`config.mk`:
```
export PLATFORM = sky130hd
export DESIGN_NAME = ddc_top
export DESIGN_NICKNAME = d
export VERILOG_FILES = /design/src/ddc_pkg.sv /design/src/ddc_notch.sv /design/src/ddc_rclk.sv /design/src/ddc_top.sv
export SDC_FILE = /design/constraint.sdc
export NUM_CORES = 1
export LEC_CHECK = 0
export ABC_AREA = 0
export BUFFER_PORTS_ARGS = -buffer_cell sky130_fd_sc_hd__buf_2
export CAP_MARGIN = 5
export CORE_MARGIN = 2
export CORE_UTILIZATION = 40
export CTS_CLUSTER_DIAMETER = 80
export DETAILED_ROUTE_END_ITERATION = 8
export SYNTH_ARGS = -nofsm -noshare
export SYNTH_HDL_FRONTEND = slang
export SYNTH_SLANG_ARGS = --single-unit
export TNS_END_PERCENT = 5
```
`constraint.sdc`:
```
create_clock -name clk -period 5.75 [get_ports clk]
set_clock_uncertainty 0.1 [all_clocks]
set_input_delay 0.2875 -clock clk [delete_from_list [all_inputs] [get_ports clk]]
set_output_delay 0.2875 -clock clk [all_outputs]
set_load 0.05 [all_outputs]
```
`src/ddc_pkg.sv`:
```
// shared constants and types for the disc drive control block
package ddc_pkg;
	localparam int CLK_HZ = 100_000_000;
	localparam int TICK_US = 1000;
	localparam int TICK_CYC = CLK_HZ / 1_000_000 * TICK_US;
	localparam int ERASE_EXT_US = 25;
	localparam int ERASE_EXT_CYC = CLK_HZ / 1_000_000 * ERASE_EXT_US;
	localparam int HOME_MS = 200;
	localparam int SEEK_TO_MS = 200;
	localparam int START_DLY_MS = 180_000;
	localparam int PWR_HOLD_MS = 2000;
	localparam int LAMP_HOLD_MS = 1000;
	localparam int MS_W = 18;
	localparam int SPEED_OK_PCT = 70;
	localparam int STOP_PCT = 2;
	localparam int NOTCH_NOM_CYC = 52083;
	localparam int CELL_CYC = 40;
	localparam int CYL_W = 8;
	localparam int HOME_OFFS = 32;
	localparam int FWD_OFFS = 16;
	localparam logic [7:0] REG_CTRL = 8'h00;
	localparam logic [7:0] REG_STAT = 8'h04;
	localparam logic [7:0] REG_CYL = 8'h08;
	localparam logic [CYL_W-1:0] CTRL_RST = 8'h80;
	localparam int STAT_SPEED = 3;
	localparam int STAT_STOP = 4;
	localparam int STAT_READY = 5;
	localparam int STAT_SEEKINC = 6;
	localparam int CYL_PRES_LSB = 0;
	localparam int CYL_CMD_LSB = 8;
	localparam int SW_N = 7;

	typedef enum logic [2:0] {
		S_IDLE, S_SPIN, S_LOAD, S_READY, S_SEEK, S_STOP
	} ddc_state_t;

	// operator switches and supply status, asynchronous
	typedef struct packed {
		logic pwr_back;
		logic pwr_front;
		logic cart_lock;
		logic cart_present;
		logic dc_ok;
	} ddc_sw_t;

	// controller requests
	typedef struct packed {
		logic sel_fixed;
		logic sel_lower;
		logic wr_gate;
		logic wr_data;
		logic rd_gate;
		logic set_cyl;
	} ddc_ctl_t;

	// status to the controller
	typedef struct packed {
		logic ready;
		logic access_ready;
		logic seek_incomplete;
	} ddc_stat_t;
endpackage

```
`src/ddc_notch.sv`:
```
// notch classifier and speed detector for one disc
`timescale 1ns/10ps
module ddc_notch #(
	parameter int NOM_CYC = ddc_pkg::NOTCH_NOM_CYC
) (
	// clock and reset
	input wire logic clk,
	input wire logic rst_b,
	// synchronised notch level
	input wire logic notch,
	// pulses and levels
	output logic sector_p,
	output logic index_p,
	output logic speed_ok,
	output logic stopped
);
	localparam logic [31:0] LIM_OK =
		32'(NOM_CYC * 100 / ddc_pkg::SPEED_OK_PCT);
	localparam logic [31:0] LIM_STOP =
		32'(NOM_CYC * 100 / ddc_pkg::STOP_PCT);

	logic notch_d_r, notch_d_nxt;
	logic [31:0] cnt_r, cnt_nxt, last_r, last_nxt;
	logic sector_r, sector_nxt, index_r, index_nxt;
	logic ok_r, ok_nxt, stop_r, stop_nxt;
	logic edge_w, early_w;

	always_comb begin
		edge_w = notch & ~notch_d_r;
		// early notch marks the index
		early_w = ({cnt_r[29:0], 2'b00} < (last_r + {last_r[30:0], 1'b0}));
		notch_d_nxt = notch;
		cnt_nxt = (cnt_r < LIM_STOP) ? cnt_r + 32'h1 : cnt_r;
		last_nxt = last_r;
		sector_nxt = 1'b0;
		index_nxt = 1'b0;
		if (edge_w) begin
			cnt_nxt = 32'h0;
			last_nxt = cnt_r;
			// (RULE7) sector or index
			index_nxt = early_w;
			sector_nxt = ~early_w;
		end
		// (RULE9) speed threshold check
		ok_nxt = (last_r <= LIM_OK) && (cnt_r <= LIM_OK);
		// (RULE10) stopped below fraction
		stop_nxt = (cnt_r >= LIM_STOP);
	end

	always_ff @(posedge clk) begin
		if (!rst_b) begin
			notch_d_r <= 1'b0;
			cnt_r <= LIM_STOP;
			last_r <= LIM_STOP;
			sector_r <= 1'b0;
			index_r <= 1'b0;
			ok_r <= 1'b0;
			stop_r <= 1'b1;
		end else begin
			notch_d_r <= notch_d_nxt;
			cnt_r <= cnt_nxt;
			last_r <= last_nxt;
			sector_r <= sector_nxt;
			index_r <= index_nxt;
			ok_r <= ok_nxt;
			stop_r <= stop_nxt;
		end
	end

	assign sector_p = sector_r;
	assign index_p = index_r;
	assign speed_ok = ok_r;
	assign stopped = stop_r;
endmodule

```
`src/ddc_rclk.sv`:
```
// read clock synthesizer, retimes raw data to a bit cell clock
`timescale 1ns/10ps
module ddc_rclk #(
	parameter int CELL = ddc_pkg::CELL_CYC
) (
	// clock and reset
	input wire logic clk,
	input wire logic rst_b,
	// raw data in, run enable
	input wire logic enable,
	input wire logic raw,
	// retimed outputs
	output logic rd_clk,
	output logic rd_data
);
	localparam logic [7:0] CELL_LAST = 8'(CELL - 1);
	localparam logic [7:0] CELL_MID = 8'(CELL / 2);

	logic [7:0] ph_r, ph_nxt;
	logic raw_d_r, raw_d_nxt, seen_r, seen_nxt;
	logic clk_r, clk_nxt, dat_r, dat_nxt;

	always_comb begin
		raw_d_nxt = raw;
		ph_nxt = (ph_r == CELL_LAST) ? 8'h0 : ph_r + 8'h1;
		seen_nxt = seen_r;
		dat_nxt = dat_r;
		if (raw & ~raw_d_r) begin
			// pull phase so the pulse sits mid cell
			ph_nxt = CELL_MID;
			seen_nxt = 1'b1;
		end else if (ph_r == CELL_LAST) begin
			dat_nxt = seen_r;
			seen_nxt = 1'b0;
		end
		clk_nxt = (ph_nxt < CELL_MID);
		if (!enable) begin
			ph_nxt = 8'h0;
			seen_nxt = 1'b0;
			dat_nxt = 1'b0;
			clk_nxt = 1'b0;
		end
	end

	always_ff @(posedge clk) begin
		if (!rst_b) begin
			ph_r <= 8'h0;
			raw_d_r <= 1'b0;
			seen_r <= 1'b0;
			clk_r <= 1'b0;
			dat_r <= 1'b0;
		end else begin
			ph_r <= ph_nxt;
			raw_d_r <= raw_d_nxt;
			seen_r <= seen_nxt;
			clk_r <= clk_nxt;
			dat_r <= dat_nxt;
		end
	end

	assign rd_clk = clk_r;
	assign rd_data = dat_r;
endmodule

```
`src/ddc_top.sv`:
```
// disc drive control, status, sector, write, read and positioner logic
// How it works
// (RULE1) door unlocks only in unlock, both powers on, dc good, discs stopped
// (RULE2) in lock with power on, door stays locked, motor runs if cartridge
// (RULE3) front power off while locked holds power until heads retract
// (RULE4) power lamp lingers about one second after front power off in lock
// (RULE5) unlock lamp lit exactly while the door is unlocked
// (RULE6) ready after start delays and load, dropped at once when unsafe
// (RULE7) each disc: early notch is index, others are sector pulses
// (RULE8) controller counts every second sector pulse, giving 24 sectors
// (RULE9) speed ok asserted once rotation reaches seventy percent
// (RULE10) spin stopped while rotation is below two percent
// (RULE11) fixed and lower selects decode one of four heads for both paths
// (RULE12) write current follows write data only while write gate is high
// (RULE13) erase on during write gate and 25 us after it
// (RULE14) outer low tracks get the larger write current
// (RULE15) read gate enables amplified selected head into raw data
// (RULE16) read clock synthesized from raw data, read data retimed to it
// (RULE17) positioner error is commanded minus present cylinder normally
// (RULE18) start uses drive home then forward to zero, stop uses home only
// (RULE19) switch and notch inputs pass two flip-flops before use
// (RULE20) no arrival within 200 ms of set cylinder sets seek incomplete
// (RULE21) spin stopped falling starts three minute delay before loading
`timescale 1ns/10ps
module ddc_top #(
	parameter int TICK = ddc_pkg::TICK_CYC,
	parameter int START_MS = ddc_pkg::START_DLY_MS,
	parameter int NOM_CYC = ddc_pkg::NOTCH_NOM_CYC
) (
	// clock and reset
	input wire logic clk,
	input wire logic rst_b,
	// register port
	input wire logic [7:0] addr,
	input wire logic [31:0] wdata,
	input wire logic wr,
	input wire logic rd,
	output logic [31:0] rdata,
	// switches and notch detectors
	input wire ddc_pkg::ddc_sw_t sw,
	input wire logic notch_fixed,
	input wire logic notch_rem,
	// controller side
	input wire ddc_pkg::ddc_ctl_t ctl,
	input wire logic [ddc_pkg::CYL_W-1:0] cyl_addr,
	output ddc_pkg::ddc_stat_t stat,
	output logic fix_sector,
	output logic fix_index,
	output logic rem_sector,
	output logic rem_index,
	output logic rd_clk,
	output logic rd_data,
	// heads and positioner
	input wire logic [3:0] head_sig,
	input wire logic [ddc_pkg::CYL_W-1:0] present_cyl,
	output logic [3:0] head_sel,
	output logic wr_cur_p,
	output logic wr_cur_n,
	output logic wr_cur_hi,
	output logic erase_on,
	output logic rd_amp_on,
	output logic raw_data,
	output logic signed [ddc_pkg::CYL_W:0] pos_err,
	// power, door and indicators
	output logic door_unlock,
	output logic spin_motor,
	output logic power_hold,
	output logic power_lamp,
	output logic unlock_lamp,
	output logic ready_lamp,
	output logic speed_ok,
	output logic spin_stopped
);
	localparam int CW = ddc_pkg::CYL_W;
	localparam int MW = ddc_pkg::MS_W;

	function automatic logic [3:0] head_dec(input logic fx, input logic lo);
		head_dec = 4'h1 << {fx, lo};
	endfunction

	function automatic logic [MW-1:0] ms(input int v);
		ms = MW'(v);
	endfunction

	// (RULE19) two stage synchronisers
	logic [ddc_pkg::SW_N-1:0] async_w, s1_r, s2_r;
	assign async_w = {sw, notch_fixed, notch_rem};
	genvar g;
	generate
		for (g = 0; g < ddc_pkg::SW_N; g++) begin : g_sync
			always_ff @(posedge clk) begin
				if (!rst_b) begin
					s1_r[g] <= 1'b0;
					s2_r[g] <= 1'b0;
				end else begin
					s1_r[g] <= async_w[g];
					s2_r[g] <= s1_r[g];
				end
			end
		end
	endgenerate

	ddc_pkg::ddc_sw_t ss;
	assign ss = s2_r[ddc_pkg::SW_N-1:2];

	logic ok_f, ok_r2, st_f, st_r2;
	ddc_notch #(.NOM_CYC(NOM_CYC)) u_fix (
		.clk(clk), .rst_b(rst_b), .notch(s2_r[1]),
		.sector_p(fix_sector), .index_p(fix_index),
		.speed_ok(ok_f), .stopped(st_f)
	);
	ddc_notch #(.NOM_CYC(NOM_CYC)) u_rem (
		.clk(clk), .rst_b(rst_b), .notch(s2_r[0]),
		.sector_p(rem_sector), .index_p(rem_index),
		.speed_ok(ok_r2), .stopped(st_r2)
	);
	assign speed_ok = ok_f & ok_r2;
	assign spin_stopped = st_f & st_r2;

	// millisecond enable
	logic [31:0] div_r, div_nxt;
	logic tick_w;
	assign tick_w = (div_r == 32'(TICK - 1));
	always_comb div_nxt = tick_w ? 32'h0 : div_r + 32'h1;

	// sequencer state
	ddc_pkg::ddc_state_t st_r, st_nxt;
	logic [MW-1:0] tmr_r, tmr_nxt, start_r, start_nxt, hold_r, hold_nxt;
	logic [CW-1:0] cmd_r, cmd_nxt, lim_r, lim_nxt;
	logic seekinc_r, seekinc_nxt, stop_d_r, stop_d_nxt;
	logic pwr_on, motor_on, retracted, arrived;

	always_comb begin
		pwr_on = ss.pwr_back & ss.pwr_front;
		motor_on = pwr_on & ss.cart_lock & ss.cart_present & ss.dc_ok;
		arrived = (present_cyl == cmd_r);
		retracted = (st_r == ddc_pkg::S_IDLE) ||
			(st_r == ddc_pkg::S_STOP && tmr_r >= ms(ddc_pkg::HOME_MS));
		st_nxt = st_r;
		cmd_nxt = cmd_r;
		seekinc_nxt = seekinc_r;
		stop_d_nxt = spin_stopped;
		tmr_nxt = (tick_w && tmr_r != '1) ? tmr_r + 1'b1 : tmr_r;
		start_nxt = (tick_w && start_r != '1) ? start_r + 1'b1 : start_r;
		hold_nxt = (tick_w && hold_r != '1) ? hold_r + 1'b1 : hold_r;
		if (ss.pwr_front)
			hold_nxt = '0;
		// (RULE21) restart long delay on spin start
		if (stop_d_r & ~spin_stopped)
			start_nxt = '0;
		unique case (st_r)
			ddc_pkg::S_IDLE: begin
				if (motor_on) begin
					st_nxt = ddc_pkg::S_SPIN;
					tmr_nxt = '0;
					cmd_nxt = '0;
				end
			end
			ddc_pkg::S_SPIN: begin
				if (!spin_stopped && speed_ok &&
					start_r >= ms(START_MS) &&
					tmr_r >= ms(ddc_pkg::HOME_MS))
					st_nxt = ddc_pkg::S_LOAD;
			end
			ddc_pkg::S_LOAD: begin
				if (present_cyl == '0)
					st_nxt = ddc_pkg::S_READY;
			end
			ddc_pkg::S_READY: begin
				if (ctl.set_cyl) begin
					st_nxt = ddc_pkg::S_SEEK;
					cmd_nxt = cyl_addr;
					tmr_nxt = '0;
					seekinc_nxt = 1'b0;
				end
			end
			ddc_pkg::S_SEEK: begin
				if (arrived) begin
					st_nxt = ddc_pkg::S_READY;
				// (RULE20) seek timeout flag
				end else if (tmr_r >= ms(ddc_pkg::SEEK_TO_MS)) begin
					st_nxt = ddc_pkg::S_READY;
					seekinc_nxt = 1'b1;
				end
			end
			ddc_pkg::S_STOP: begin
				if (spin_stopped && tmr_r >= ms(ddc_pkg::HOME_MS))
					st_nxt = ddc_pkg::S_IDLE;
			end
		endcase
		if (!motor_on && st_r != ddc_pkg::S_IDLE &&
			st_r != ddc_pkg::S_STOP) begin
			st_nxt = ddc_pkg::S_STOP;
			tmr_nxt = '0;
		end
		lim_nxt = (wr && addr == ddc_pkg::REG_CTRL) ? wdata[CW-1:0] : lim_r;
	end

	always_ff @(posedge clk) begin
		if (!rst_b) begin
			div_r <= 32'h0;
			st_r <= ddc_pkg::S_IDLE;
			tmr_r <= '0;
			start_r <= '0;
			hold_r <= '1;
			cmd_r <= '0;
			lim_r <= ddc_pkg::CTRL_RST;
			seekinc_r <= 1'b0;
			stop_d_r <= 1'b1;
		end else begin
			div_r <= div_nxt;
			st_r <= st_nxt;
			tmr_r <= tmr_nxt;
			start_r <= start_nxt;
			hold_r <= hold_nxt;
			cmd_r <= cmd_nxt;
			lim_r <= lim_nxt;
			seekinc_r <= seekinc_nxt;
			stop_d_r <= stop_d_nxt;
		end
	end

	// door, power and lamps
	always_comb begin
		// (RULE1) door release
		door_unlock = pwr_on & ~ss.cart_lock & ss.dc_ok & spin_stopped;
		// (RULE5) unlock lamp
		unlock_lamp = door_unlock;
		// (RULE3) power hold
		power_hold = ss.pwr_back & (ss.pwr_front | (ss.cart_lock &
			~retracted & hold_r < ms(ddc_pkg::PWR_HOLD_MS)));
		// (RULE2) spin motor
		spin_motor = power_hold & ss.cart_lock & ss.cart_present;
		// (RULE4) lamp lingers
		power_lamp = ss.pwr_back & (ss.pwr_front | (ss.cart_lock &
			hold_r < ms(ddc_pkg::LAMP_HOLD_MS)));
		// (RULE6) ready gated by safety
		stat.ready = (st_r == ddc_pkg::S_READY || st_r == ddc_pkg::S_SEEK) &
			ss.dc_ok & speed_ok & motor_on;
		stat.access_ready = stat.ready & (st_r == ddc_pkg::S_READY);
		stat.seek_incomplete = seekinc_r;
		ready_lamp = stat.ready;
	end

	// write, erase, read and positioner datapath
	logic [3:0] hs_r, hs_nxt;
	logic wp_r, wp_nxt, wn_r, wn_nxt, hi_r, hi_nxt, er_r, er_nxt;
	logic amp_r, amp_nxt, raw_r, raw_nxt;
	logic [15:0] ec_r, ec_nxt;
	logic signed [CW:0] pe_r, pe_nxt;
	logic [31:0] rd_r, rd_nxt;

	always_comb begin
		// (RULE11) shared head decode
		hs_nxt = head_dec(ctl.sel_fixed, ctl.sel_lower);
		// (RULE12) bipolar write current
		wp_nxt = ctl.wr_gate & ctl.wr_data;
		wn_nxt = ctl.wr_gate & ~ctl.wr_data;
		// (RULE14) outer tracks high current
		hi_nxt = (present_cyl < lim_r);
		// (RULE13) erase extension
		ec_nxt = ctl.wr_gate ? 16'(ddc_pkg::ERASE_EXT_CYC) :
			(ec_r != 16'h0) ? ec_r - 16'h1 : ec_r;
		er_nxt = ctl.wr_gate | (ec_r != 16'h0);
		// (RULE15) read amplifier and raw data
		amp_nxt = ctl.rd_gate;
		raw_nxt = ctl.rd_gate & |(head_sig & hs_r);
		// (RULE17) normal error source
		pe_nxt = $signed({1'b0, cmd_r}) - $signed({1'b0, present_cyl});
		// (RULE18) start and stop sources
		if (st_r == ddc_pkg::S_STOP ||
			(st_r == ddc_pkg::S_SPIN && tmr_r < ms(ddc_pkg::HOME_MS)))
			pe_nxt = -(CW+1)'(ddc_pkg::HOME_OFFS);
		else if (st_r == ddc_pkg::S_SPIN)
			pe_nxt = '0;
		else if (st_r == ddc_pkg::S_LOAD)
			pe_nxt = (CW+1)'(ddc_pkg::FWD_OFFS);
		rd_nxt = 32'h0;
		if (rd) begin
			unique case (addr)
				ddc_pkg::REG_CTRL: rd_nxt = 32'(lim_r);
				ddc_pkg::REG_STAT: begin
					rd_nxt[2:0] = st_r;
					rd_nxt[ddc_pkg::STAT_SPEED] = speed_ok;
					rd_nxt[ddc_pkg::STAT_STOP] = spin_stopped;
					rd_nxt[ddc_pkg::STAT_READY] = stat.ready;
					rd_nxt[ddc_pkg::STAT_SEEKINC] = seekinc_r;
				end
				ddc_pkg::REG_CYL: begin
					rd_nxt[ddc_pkg::CYL_PRES_LSB +: CW] = present_cyl;
					rd_nxt[ddc_pkg::CYL_CMD_LSB +: CW] = cmd_r;
				end
				default: rd_nxt = 32'h0;
			endcase
		end
	end

	always_ff @(posedge clk) begin
		if (!rst_b) begin
			hs_r <= 4'h1;
			wp_r <= 1'b0;
			wn_r <= 1'b0;
			hi_r <= 1'b0;
			ec_r <= 16'h0;
			er_r <= 1'b0;
			amp_r <= 1'b0;
			raw_r <= 1'b0;
			pe_r <= '0;
			rd_r <= 32'h0;
		end else begin
			hs_r <= hs_nxt;
			wp_r <= wp_nxt;
			wn_r <= wn_nxt;
			hi_r <= hi_nxt;
			ec_r <= ec_nxt;
			er_r <= er_nxt;
			amp_r <= amp_nxt;
			raw_r <= raw_nxt;
			pe_r <= pe_nxt;
			rd_r <= rd_nxt;
		end
	end

	// (RULE16) read clock and retimed data
	ddc_rclk u_rclk (
		.clk(clk), .rst_b(rst_b), .enable(amp_r), .raw(raw_r),
		.rd_clk(rd_clk), .rd_data(rd_data)
	);

	assign head_sel = hs_r;
	assign wr_cur_p = wp_r;
	assign wr_cur_n = wn_r;
	assign wr_cur_hi = hi_r;
	assign erase_on = er_r;
	assign rd_amp_on = amp_r;
	assign raw_data = raw_r;
	assign pos_err = pe_r;
	assign rdata = rd_r;
endmodule

```
* After elaboration in Yosys (flattened, before gate mapping) *
Index checks and enable logic that the tools add are counted.

word-level totals
  register bits after elaboration = 338
  logic and storage cells = 244

cells by class
  add/subtract/negate cells = 11
  order comparisons = 17
  equality and inequality tests = 28
  shift operators = 1
  muxes and demuxes = 37
  bitwise logic cells = 42
  reductions and logical operators = 49

operators by type and width
  operator                                                           number
  less-or-equal comparator 32 x 17 -> 1 bit (second input constant)  4
  adder 32 x 1 -> 32 bit (second input constant)                     3
  2-to-1 mux 18 bit                                                  5
  2-to-1 mux 22 bit                                                  4
  adder 32 bit                                                       2
  >= comparator 32 x 22 -> 1 bit (second input constant)             2
  less-than comparator 32 x 22 -> 1 bit (second input constant)      2
  less-than comparator 32 bit                                        2
  adder 18 x 1 -> 18 bit (second input constant)                     3
  inequality test 18 bit (second input constant)                     3
  case mux 18 bit (2 select lines)                                   1
  equality test 32 x 17 -> 1 bit (second input constant)             1
  2-to-1 mux 8 bit                                                   4
  AND 1 bit                                                          27
  2-to-1 mux 9 bit                                                   3
  2-to-1 mux 12 bit                                                  2
  2-to-1 mux 3 bit                                                   8
  case mux 7 bit (3 select lines)                                    1
  >= comparator 18 bit (second input constant)                       1
  >= comparator 18 x 8 -> 1 bit (second input constant)              1
  less-than comparator 18 x 10 -> 1 bit (second input constant)      1
  less-than comparator 18 x 11 -> 1 bit (second input constant)      1
  less-than comparator 18 x 8 -> 1 bit (second input constant)       1
  inequality test 3 bit (second input constant)                      6
  other kinds (39)                                                   97

* Depth between registers and ports, before layout *
Gate-level depths: netlist (run 1).

  word-level depth = 10
  mapped depth = 19
  gate-level depth less buffers = 19

* Cells and area by module *
A second synthesis (run 1) with hierarchy kept.

second synthesis, totals
  cells, all modules = 2424
  area total of the unflattened synthesis = 20073.0 µm²

modules (own cells, without submodules)
  module             instances  cells an instance  area an instance (µm²)  seq. area each (µm²)
  ddc_top            1          946                8236.6                  3443.3
  ddc_notch (u_rem)  1          760                5933.2                  1381.3
  ddc_notch (u_fix)  1          654                5355.1                  1381.3
  ddc_rclk           1          64                 548.0                   240.2

* Least setup slack after synthesis (run 1) *
OpenSTA, ideal clock, no wires.

  kind = reg-to-reg
  from = register u_rem.last_r[1]
  to = register u_rem.index_r, in the netlist u_rem.index_p
  data arrival time = 3804 ps
  setup slack = 1731 ps
  stages on the path, launching flop included = 20
  clock period less this slack = 4019 ps
  cells stage by stage = dfxtp_1 -> and2_1 -> fa_1 -> a21o_1 -> a21oi_1 -> o21ai_0 -> a32oi_1 -> o21ai_0 -> a21o_1 -> a21oi_1 -> xnor2_1 -> ha_1 -> a21o_1 -> a21o_1 -> a21oi_1 -> o21ai_0 -> nand3_1 -> nand2_1 -> a21o_1 -> a2111oi_0

between the ends
  longest elaborated chain between the ends = 2

ends and longest elaborated chain
  what                         line             text
  start, declared              ddc_notch.sv:23  logic [31:0] cnt_r, cnt_nxt, last_r, last_nxt;
  start signal, assigned       ddc_notch.sv:62  last_r <= last_nxt;
  adder 32 bit                 ddc_notch.sv:31  early_w = ({cnt_r[29:0], 2'b00} < (last_r + {last_r[30:0], 1'b0}));
  less-than comparator 32 bit  ddc_notch.sv:31
  end signal, assigned         ddc_notch.sv:64  index_r <= index_nxt;
  end, declared                ddc_notch.sv:24  logic sector_r, sector_nxt, index_r, index_nxt;

No other way between the ends.
A chain may end at the register's enable or synchronous reset.

* Worst setup path in the final report (run 1) *
  from = register u_rem.last_r[2]
  to = register u_rem.index_r, in the netlist u_rem.index_p

The elaborated chain is that of the path after synthesis.

==> results of run 1 <==
[flip-flops by register name (all words and copies together), names as in the netlist, 3 cells and up]
name	count
pos_err	9
lim_r	8
s2_r	7
ec_r	16
div_r	32
head_sel	4
u_fix.cnt_r	32
tmr_r	18
u_fix.last_r	32
hold_r	18
u_rem.cnt_r	32
s1_r	7
rdata	16
u_rem.last_r	32
u_rclk.ph_r	8
start_r	18
cmd_r	8
st_r	3
[layer usage]
layer / vias to the layer above / global-route usage, % / share of wire [%]
met3: 71 / 3.07 / 3.8
met4: 0 / 4.90 / 2.2
met2: 279 / 32.3 / 47
li1: 8318 / - / -
met1: 7670 / 24.1 / 47
met5: - / 0 / 0
[layout by cell type (no fill, tap or decap), drive strengths merged, types with 5 or more instances in the layout]
cell | netlist | final
or3 | 19 | 19
dfxtp | 322 | 322
a31o | 6 | 6
clkinv | 0 | 6
clkbuf | 71 | 55
and3 | 56 | 56
nand2b | 19 | 19
dlygate4sd3 | 0 | 34
xor2 | 69 | 69
o21a | 14 | 14
o21ai | 116 | 116
and2 | 36 | 36
or2 | 6 | 6
conb | 1 | 16
a31oi | 12 | 12
buf | 30 | 115
nand3 | 87 | 87
nand4 | 50 | 50
a2111oi | 6 | 6
a21boi | 5 | 5
o211ai | 35 | 35
xnor2 | 112 | 112
a211oi | 11 | 11
inv | 135 | 136
o31ai | 10 | 10
nand2 | 253 | 253
nor3 | 69 | 69
and4 | 14 | 14
ha | 187 | 187
a311oi | 6 | 6
nor2b | 20 | 20
a21o | 49 | 49
nor2 | 226 | 226
nor3b | 8 | 8
a21oi | 162 | 162
nor4 | 26 | 26
mux2i | 22 | 22
o21bai | 12 | 12
[worst max-delay path by stage]
stage                          from       endpoint  slack (ns)  depth (start not counted)
floorplan           u_rem.last_r[1]  u_rem.index_p        1.73                         19
finish              u_rem.last_r[2]  u_rem.index_p        1.15                         20
global route        u_rem.last_r[2]  u_rem.index_p        0.81                         20
global placement    u_rem.last_r[2]  u_rem.index_p        1.20                         20
detailed placement  u_rem.last_r[2]  u_rem.index_p        1.22                         20
CTS                 u_rem.last_r[2]  u_rem.index_p        1.19                         20
[kinds of logic after synthesis]
kind of cell             Yosys count  share of synthesized area [%]
adder cells (fa/ha/maj)          190                           12.6
other                              1                         0.0197
AND/OR/NAND/NOR                  907                           23.1
multiplexers                      22                           1.16
buffers and inverters            236                           5.13
AO/OA/AOI/OAI                    480                           15.6
XOR/XNOR                         181                           8.35
flip-flops                       322                           33.9
[critical path, stage by stage (launching register included)]
cell and delay (ns):
dfxtp_1 0.44, inv_1 0.09, ha_1 0.35, a21o_1 0.14
a21oi_1 0.09, o21ai_0 0.49, a32oi_1 0.20, buf_4 0.19
o21ai_0 0.47, a21o_1 0.21, a21oi_1 0.07, xnor2_1 0.14
ha_1 0.29, a21o_1 0.16, a21o_1 0.16, a21oi_1 0.13
o21ai_0 0.10, nand3_1 0.09, nand2_1 0.09, a21o_1 0.16
a2111oi_0 0.35
[what timing repair did]
| item | CTS | global route |
|---|---|---|
| hold buffers | 34 | 0 |
| buffers inserted | 0 | 0 |
| hold endpoints to repair | 36 | 0 |
[metrics by stage]
| step | cell area (µm²) | power (µW) | hold slack [ns] |
|---|---|---|---|
| after CTS | 21600 | 5950 | 0.00618 |
| after floorplan | 19000 | 3190 | 0.259 |
| final | 21600 | 5880 | 0.0304 |
| after global routing | 21600 | 6170 | 0.0142 |
| after global placement | 20000 | 3410 | 0.319 |
| after detailed placement | 20000 | 3420 | 0.319 |
[Yosys cell counts (49+ instances only)]
master,n,share of area (%)
xnor2_1,112,5.2
and3_1,56,1.8
o21ai_0,114,3.0
nor2_1,226,4.5
nand4_1,50,1.6
nand2_1,253,5.0
xor2_1,69,3.2
ha_1,187,12
inv_1,135,2.7
clkbuf_1,71,1.4
nor3_1,69,1.8
a21o_1,49,1.9
nand3_1,87,2.3
dfxtp_1,322,34
a21oi_1,162,4.3
[cell type report]
class                   instances  share of cell area [%]
multi-input cells            1796                    53.9
clock inverters                13                   0.806
flip-flops and latches        322                    29.9
clock buffers                  55                    5.13
inverters                     135                    2.35
repair buffers                149                    4.38
well taps                     607                    3.52
[report_power, final]
group / switching, µW / internal, µW / total, µW / leakage (µW)
Sequential: 143 / 2320 / 2470 / 0.00262
Clock: 960 / 1520 / 2470 / 0.000626
Combinational: 563 / 372 / 935 / 0.00591
Total: 1670 / 4210 / 5880 / 0.00916
==> impl_metrics.py, run 1 <==
metrics = {
    "logic_synthesis": {
        "synth_edf_count": 0,
        "syn_inst": 2339,
        "ys_warn_count": 0,
        "async_flop_share_pct": 0,
        "yosysSeqAreaShare_pct": 33.9,
        "syn_area_um2": 19000,
        "ys.flop_type": "dfxtp_1",
        "ys_types": 69,
        "synth-seq-cells": 322,
        "synth.avg_cell_area_um2": 8.12,
    },
    "cts": {
        "cts-htree-levels": 2,
        "cts.root.buffer_cell": "clkbuf_16",
        "numCtsBuffers": 38,
        "cts_sinks": 322,
        "clock_path_buffers": 3,
        "cts_tree": "built",
        "clock_latency_ns": 0.55,
        "cts_resized": 0,
        "clk_pin_slew_ns": 0.06,
    },
    "timing": {
        "rsz0062_at_grt": "false",
        "fin_ws_ns": 1.15,
        "fmax_mhz": 217,
        "min_period_ns": 4.60,
        "drv_slew": 0,
        "max_slew_margin_pct": 33.4,
        "hold_viol": 0,
        "worst_pin_slew_ns": 0.997,
        "fin_crit_sh_pct": 80.1,
        "fin_setup_tns_ns": 0,
        "setup_viol": 0,
    },
    "route": {
        "drc": 0,
        "num_vias": 16300,
        "wl_per_cell_um": 15.2,
        "drt_wl_total_um": 46800,
        "via_per_inst": 5.31,
        "ant_nets": 0,
        "first_pass_iters": 5,
        "drt_iter0_drc": 1008,
    },
    "placed_design": {
        "port_buffers": 104,
        "place_inst": 2975,
        "place.gp.congestion": 0.864,
        "dp_hpwl_um": 33600,
        "post-place-ws_ns": 1.22,
    },
    "worst_setup_path": {
        "rrSetupSlack_ns": 1.15,
        "start_kind": "flop",
        "crit_fanout": 5,
        "critical_path_class": "flop to flop",
        "reg2reg_to": "u_rem.index_p",
        "required_ns": 6.07,
        "cp.arrival_ns": 4.93,
        "endpoint_kind": "flop",
        "timing.rr.start": "u_rem.last_r[2]",
        "reg2regPathDepth": 20,
    },
    "global_route": {
        "grt_start_max_net_pins": 58,
        "grt_pass1_vias": 15900,
        "grt_pass1_wl_um": 78200,
        "grt_use_total_pct": 18.7,
        "gr-total-overflow": 0,
        "antenna_found_initial": 0,
    },
    "floorplanning": {
        "rows": 79,
        "fp.dieH_um": 222,
        "ios": 145,
        "dieArea_um2": 49200,
        "placeableCoreArea_um2": 46700,
        "initial_core_util_pct": 40.7,
        "die_width_um": 222,
    },
    "flow_run": {
        "cap_viol_max_count": 0,
    },
    "finish": {
        "multi_input_area_um2": 11600,
        "final_util_pct": 46.3,
        "fillCellCount": 4476,
        "finalNonFillerCells": 3077,
        "seq_area_um2": 6450,
        "diodes": 0,
        "layout.nets": 2709,
        "drive_gt1_share_pct": 7.89,
        "area_growth_pct": 13.6,
    },
    "min_path": {
        "hold_depth": 3,
        "hold_end": "rdata[7]",
        "hold_start": "present_cyl[7]",
        "hold_path.class": "input pin to flop",
    },
    "pwr": {
        "ir_drop_mv": 0.137,
        "leakage_uw": 0.00916,
        "power.density_nw_per_um2": 272,
    },
    "outcome": {
        "outcome": "finished, final reports clean",
    },
}
Power figures use the tool's default switching activity.
==> run 2: changes to the inputs <==
--- a/config.mk
+++ b/config.mk
@@ -5,7 +5,7 @@
 export SDC_FILE = /design/constraint.sdc
 export NUM_CORES = 1
 export LEC_CHECK = 0
-export ABC_AREA = 0
+export ABC_AREA = 1
 export BUFFER_PORTS_ARGS = -buffer_cell sky130_fd_sc_hd__buf_2
 export CAP_MARGIN = 5
 export CORE_MARGIN = 2
==> constraint.sdc (replaced) <==
create_clock -name clk -period 3.7 [get_ports clk]
set_clock_uncertainty 0.1 [all_clocks]
set_input_delay 0.185 -clock clk [delete_from_list [all_inputs] [get_ports clk]]
set_output_delay 0.185 -clock clk [all_outputs]
set_load 0.05 [all_outputs]
==> run 2 against run 1 <==
Against the previous run:
- non-clock buffer count increased by 18
- final area increased by 13%
- first-iteration DRC count increased by 20%
- hold slack improved by 0.023 ns
- die area increased by 13%
- register-to-register slack got worse by 0.86 ns
- count of clock-buffer cells in the layout decreased by 4
- largest power group unchanged
- routed wire length increased by 23%
- critical endpoint is now u_fix.index_p
- final cell count increased by 29%
- global-route usage increased by 1.8 points
- clock power increased by 69%
- highest routed layer unchanged
==> impl_metrics.py, run 2 <==
metrics = {
    "floorplanning": {
        "die_width_um": 235,
        "rows": 84,
        "placeableCoreArea_um2": 52800,
        "initial_core_util_pct": 40.6,
        "fp.dieH_um": 235,
        "ios": 145,
        "dieArea_um2": 55400,
    },
    "timing": {
        "worst_pin_slew_ns": 0.918,
        "min_period_ns": 3.42,
        "fmax_mhz": 293,
        "fin_setup_tns_ns": 0,
        "max_slew_margin_pct": 38.7,
        "fin_crit_sh_pct": 92.4,
        "rsz0062_at_grt": "false",
        "drv_slew": 0,
        "setup_viol": 0,
        "hold_viol": 0,
    },
    "worst_setup_path": {
        "critical_path_class": "flop to flop",
        "cp_slowest_cell": "dfxtp_1",
        "crit_family": "compound AO/OA/AOI/OAI gates",
        "slowest_delay_ns": 0.43,
        "cpMostUsedCell": "nand2_1",
        "crit_fanout": 5,
        "required_ns": 4.03,
        "crit_chain": "inv_1 > ha_1 > a21oi_1 > o21ai_2 > a21oi_1 > o21ai_1 > nand2_1 > nand2_1 > xnor2_1 > ha_1 > nand2_1 > inv_1 > nand3_1 > nor3_1 > o21ai_0 > o2111ai_1 > nand2_1 > nand2_1 > nor2_1",
        "start_kind": "flop",
        "critPathBufInv": 2,
        "cp.arrival_ns": 3.74,
        "endpoint_kind": "flop",
    },
    "logic_synthesis": {
        "synth-seq-cells": 322,
        "ys_warn_count": 0,
        "synth_most_common_cell": "nand2_1",
        "synth_top_area_cell": "dfxtp_1",
        "synth.avg_cell_area_um2": 6.87,
        "ys.flop_type": "dfxtp_1",
        "syn_area_um2": 21400,
        "syn_inst": 3119,
        "async_flop_share_pct": 0,
        "yosysTopAreaCellShare_pct": 30.1,
        "yosysSeqAreaShare_pct": 30.1,
        "synthTopCellsByArea": "dfxtp_1 (30%), ha_1 (11%), nand2_1 (11%)",
        "synth.cells.most_frequent": "nand2_1 (616), inv_1 (396), nor2_1 (378)",
        "ys_types": 65,
        "synth_edf_count": 0,
    },
    "route": {
        "drt_iter0_drc": 1206,
        "ant_nets": 0,
        "wl_per_cell_um": 14.5,
        "via_per_inst": 5.09,
        "drt_wl_total_um": 57600,
        "first_pass_iters": 8,
        "drc": 0,
        "num_vias": 20200,
    },
    "cts": {
        "cts_sinks": 322,
        "clock_path_buffers": 3,
        "cts_setup_buffers": 0,
        "cts-htree-levels": 2,
        "clk_pin_slew_ns": 0.06,
        "numCtsBuffers": 39,
        "clock_latency_ns": 0.58,
        "cts.root.buffer_cell": "clkbuf_16",
        "cts_tree": "built",
    },
    "finish": {
        "layout.nets": 3525,
        "final_common_cell": "nand2_1",
        "final_cell_mix": "nand2_1 (616), inv_1 (396), nor2_1 (378)",
        "drive_gt1_share_pct": 8.58,
        "fillCellCount": 5475,
        "area_growth_pct": 13.8,
        "diodes": 0,
        "stdcell_area_um2": 24400,
    },
    "outcome": {
        "outcome": "finished, final reports clean",
    },
    "global_route": {
        "grt_pass1_vias": 19100,
        "antenna_found_initial": 0,
        "grt_use_total_pct": 20.5,
        "grt_pass1_wl_um": 95000,
        "gr-total-overflow": 0,
        "grt_start_max_net_pins": 39,
    },
    "placed_design": {
        "place.gp.congestion": 0.905,
        "dp_hpwl_um": 44300,
        "placed_cell_area_um2": 22500,
        "port_buffers": 104,
    },
    "min_path": {
        "hold_path.class": "input pin to flop",
    },
    "pwr": {
        "leakage_uw": 0.0108,
        "power.density_nw_per_um2": 489,
        "ir_drop_mv": 0.343,
    },
    "flow_run": {
        "cap_viol_max_count": 0,
    },
}
run 2: report_power, final:
group / switching [µW] / total, µW / internal, µW
combinational: 2300 / 3450 / 1140
sequential: 504 / 4280 / 3780
clock: 1610 / 4180 / 2570
run 2: timing repair:
item                       in CTS  in global routing
hold buffers                   48                  0
gates resized for setup         0                  5
setup endpoints to repair       0                  4
hold endpoints to repair       66                  0
run 2: per-stage QoR:
stage               setup slack [ns]  hold WS, ns  cells  util (%)  power (µW)
floorplan                      0.718        0.157   3134         -        6930
global placement               0.205        0.264   3857      42.6        7750
detailed placement            0.0934        0.262   3857      42.6        7750
CTS                           0.0686      0.00370   3976      46.2       12000
global route                 0.00258       0.0468   3976      46.2       12700
finish                         0.282       0.0535   3976      46.2       11900
run 2: cells by family after synthesis:
| family | synth area share (%) |
|---|---|
| fa+ha+maj | 11.2 |
| flops | 30.1 |
| simple gates | 30.9 |
| compound gates | 13.3 |
| xor+xnor | 4.79 |
| other cells | 0.0175 |
| buf+inv | 9.63 |
run 2: final timing paths:
| path | slack (ns) | startpoint | to | depth (start not counted) |
|---|---|---|---|---|
| hold reg to reg | 0.31 | s1_r[4] | s2_r[4] | 2 |
| setup reg to reg | 0.28 | u_fix.last_r[2] | u_fix.index_p | 19 |
| setup / recovery | 0.28 | u_fix.last_r[2] | u_fix.index_p | 19 |
| hold / removal | 0.05 | present_cyl[4] | rdata[4] | 5 |
run 2: metal layers:
metal	vias to the layer above	routed length [µm]	global-route usage, %
li1	10600	-	-
met1	9172	27600	27.2
met2	384	26100	34.1
met3	99	2450	2.88
met4	0	1510	6.64
met5	-	0	0
run 2: area by class of cell:
cell class	count	area (µm²)	area share [%]
well taps	688	861	3.53
multi-input cells	2309	13000	53.2
flip-flops and latches	322	6450	26.4
inverters	419	1570	6.46
repair buffers	167	1120	4.58
clock buffers	51	1080	4.44
clock inverters	20	332	1.36
run 2: worst min-delay path, stage by stage:
cell	delay [ns]
buf_2	0.11
inv_1	0.08
o22ai_1	0.15
o21ai_0	0.12
inv_1	0.06
==> run 3: changes to the inputs <==
--- a/config.mk
+++ b/config.mk
@@ -5,7 +5,6 @@
 export SDC_FILE = /design/constraint.sdc
 export NUM_CORES = 1
 export LEC_CHECK = 0
-export ABC_AREA = 1
 export BUFFER_PORTS_ARGS = -buffer_cell sky130_fd_sc_hd__buf_2
 export CAP_MARGIN = 5
 export CORE_MARGIN = 2
==> run 3 against run 2 <==
Against the previous run:
- the run now ends with setup timing left
- non-clock buffer count grew 80
- final area shrank 7.8%
- maximum frequency shrank 13%
- critical endpoint is now u_rem.sector_p
==> impl_metrics.py, run 3 (same netlist as run 1, synthesis figures left out) <==
metrics = {
    "outcome": {
        "outcome": "complete, but fails checks",
        "violations": "setup timing",
    },
    "worst_setup_path": {
        "slowest_delay_ns": 0.38,
        "cp.arrival_ns": 4.28,
        "endpoint_kind": "flop",
        "crit_chain": "buf_6 > fa_2 > a21o_1 > a21oi_2 > o21ai_2 > a32oi_2 > buf_4 > or3_4 > a31oi_4 > o211a_1 > a2111oi_4 > ha_1 > a21o_1 > a21o_1 > a21oi_2 > nor2_2 > a21o_1 > o31a_1",
        "crit_fanout": 4,
        "cp_slowest_cell": "fa_2",
        "required_ns": 4.04,
        "cpMostUsedCell": "a21o_1",
        "start_kind": "flop",
        "critical_path_class": "flop to flop",
    },
    "cts": {
        "clock_path_buffers": 3,
        "cts_sinks": 322,
        "clk_pin_slew_ns": 0.06,
        "numCtsBuffers": 39,
        "cts-htree-levels": 2,
        "clock_latency_ns": 0.55,
        "cts.root.buffer_cell": "clkbuf_16",
        "cts_tree": "built",
    },
    "floorplanning": {
        "ios": 145,
        "rows": 79,
        "dieArea_um2": 49200,
        "die_width_um": 222,
        "initial_core_util_pct": 40.7,
        "fp.dieH_um": 222,
        "placeableCoreArea_um2": 46700,
    },
    "finish": {
        "layout.nets": 2808,
        "diodes": 0,
        "finalNonFillerCells": 3176,
        "area_growth_pct": 18.4,
        "stdcell_area_um2": 22500,
        "final_common_cell": "dfxtp_1",
        "drive_gt1_share_pct": 12.4,
        "final_cell_mix": "dfxtp_1 (320), nand2_1 (253), nor2_1 (225)",
    },
    "route": {
        "num_vias": 16800,
        "drc": 0,
        "drt_wl_total_um": 49900,
        "wl_per_cell_um": 15.7,
        "drt_iter0_drc": 1052,
        "ant_nets": 0,
        "via_per_inst": 5.27,
        "first_pass_iters": 7,
    },
    "timing": {
        "drv_slew": 0,
        "worst_pin_slew_ns": 1.06,
        "fin_crit_sh_pct": 106,
        "fin_ws_ns": -0.239,
        "max_slew_margin_pct": 29.3,
        "setup_viol": 4,
        "hold_viol": 0,
        "fmax_mhz": 254,
        "min_period_ns": 3.94,
        "rsz0062_at_grt": "true",
    },
    "global_route": {
        "antenna_found_initial": 1,
        "grt_pass1_wl_um": 81700,
        "grt_pass1_vias": 16200,
        "grt_use_total_pct": 19.8,
        "grt_start_max_net_pins": 112,
        "gr-total-overflow": 0,
    },
    "placed_design": {
        "dp_hpwl_um": 36600,
        "place.gp.congestion": 0.902,
        "port_buffers": 104,
        "placed_cell_area_um2": 20600,
        "place_inst": 3058,
    },
    "min_path": {
        "hold_path.class": "input pin to flop",
    },
    "pwr": {
        "power.density_nw_per_um2": 407,
        "leakage_uw": 0.00966,
        "power_uw": 9150,
        "ir_drop_mv": 0.285,
    },
    "flow_run": {
        "cap_viol_max_count": 0,
    },
}
-- run 3: changes by cell type in the layout (fill, tap and decap cells not counted), moves of 54 or more --
| cell | before | now |
|---|---|---|
| a21oi_1 | 224 | 156 |
| and3_1 | 2 | 56 |
| buf_4 | 16 | 104 |
| inv_1 | 396 | 134 |
| nand2_1 | 616 | 253 |
| nand3_1 | 220 | 87 |
| nor2_1 | 378 | 225 |
| xnor2_1 | 34 | 112 |
-- run 3: area by class of cell --
| class | instances | area, µm² |
|---|---|---|
| clock buffer | 60 | 1150 |
| fill | 4485 | 24200 |
| multi-input combinational | 1796 | 11800 |
| timing repair buffer | 247 | 1710 |
| inverter | 135 | 507 |
| sequential | 322 | 6450 |
| clock inverter | 9 | 86.3 |
| tap | 607 | 759 |
-- run 3: path summary, 6_finish.rpt --
kind | end | slack (ns) | start | cells past startpoint
worst max-delay path | u_rem.sector_p | -0.24 | u_rem.last_r[1] | 18
worst min-delay path | stop_d_r | 0.03 | rst_b | 3
worst max register to register | u_rem.sector_p | -0.24 | u_rem.last_r[1] | 18
worst min register to register | s2_r[0] | 0.33 | s1_r[0] | 1
-- run 3: through the flow --
stage	setup TNS [ns]	utilization, %	setup slack (ns)	hold WS [ns]
after global placement	-0.536	44.2	-0.176	0.258
after floorplan	0	-	0.0000460	0.157
final	-0.580	48.2	-0.239	0.0315
after detailed placement	-0.958	44.2	-0.334	0.267
after CTS	-0.555	47.9	-0.201	0.00373
after global routing	-1.37	48.2	-0.367	0.0479
-- run 3: what timing repair did --
item                       in CTS  in global routing
gates resized for setup        21                 17
hold endpoints to repair       42                  0
pin swaps                      24                 17
setup buffers                   6                  5
setup endpoints to repair       4                  4
hold buffers                   38                  0
-- run 3: metal layers --
metal	up-vias	GRT usage (%)	part of all wire, %	wire length [µm]
met1	7833	25.6	46	23200
met5	-	0	0.026	13
met2	324	33.9	47	23400
li1	8515	-	-	-
met3	79	2.84	4.1	2050
met4	2	6.30	2.5	1240
-- run 3: power breakdown --
part           internal, µW  switching (µW)
combinational           670             914
sequential             3610             220
clock                  2220            1510
total                  6500            2650
-- run 3: worst max-delay path: cells and delay by family, from the launching register on --
family,cells,cell delay (ns)
compound gates,12,2.20
fa+ha+maj,2,0.68
flops,1,0.36
buf+inv,2,0.27
simple gates,2,0.19
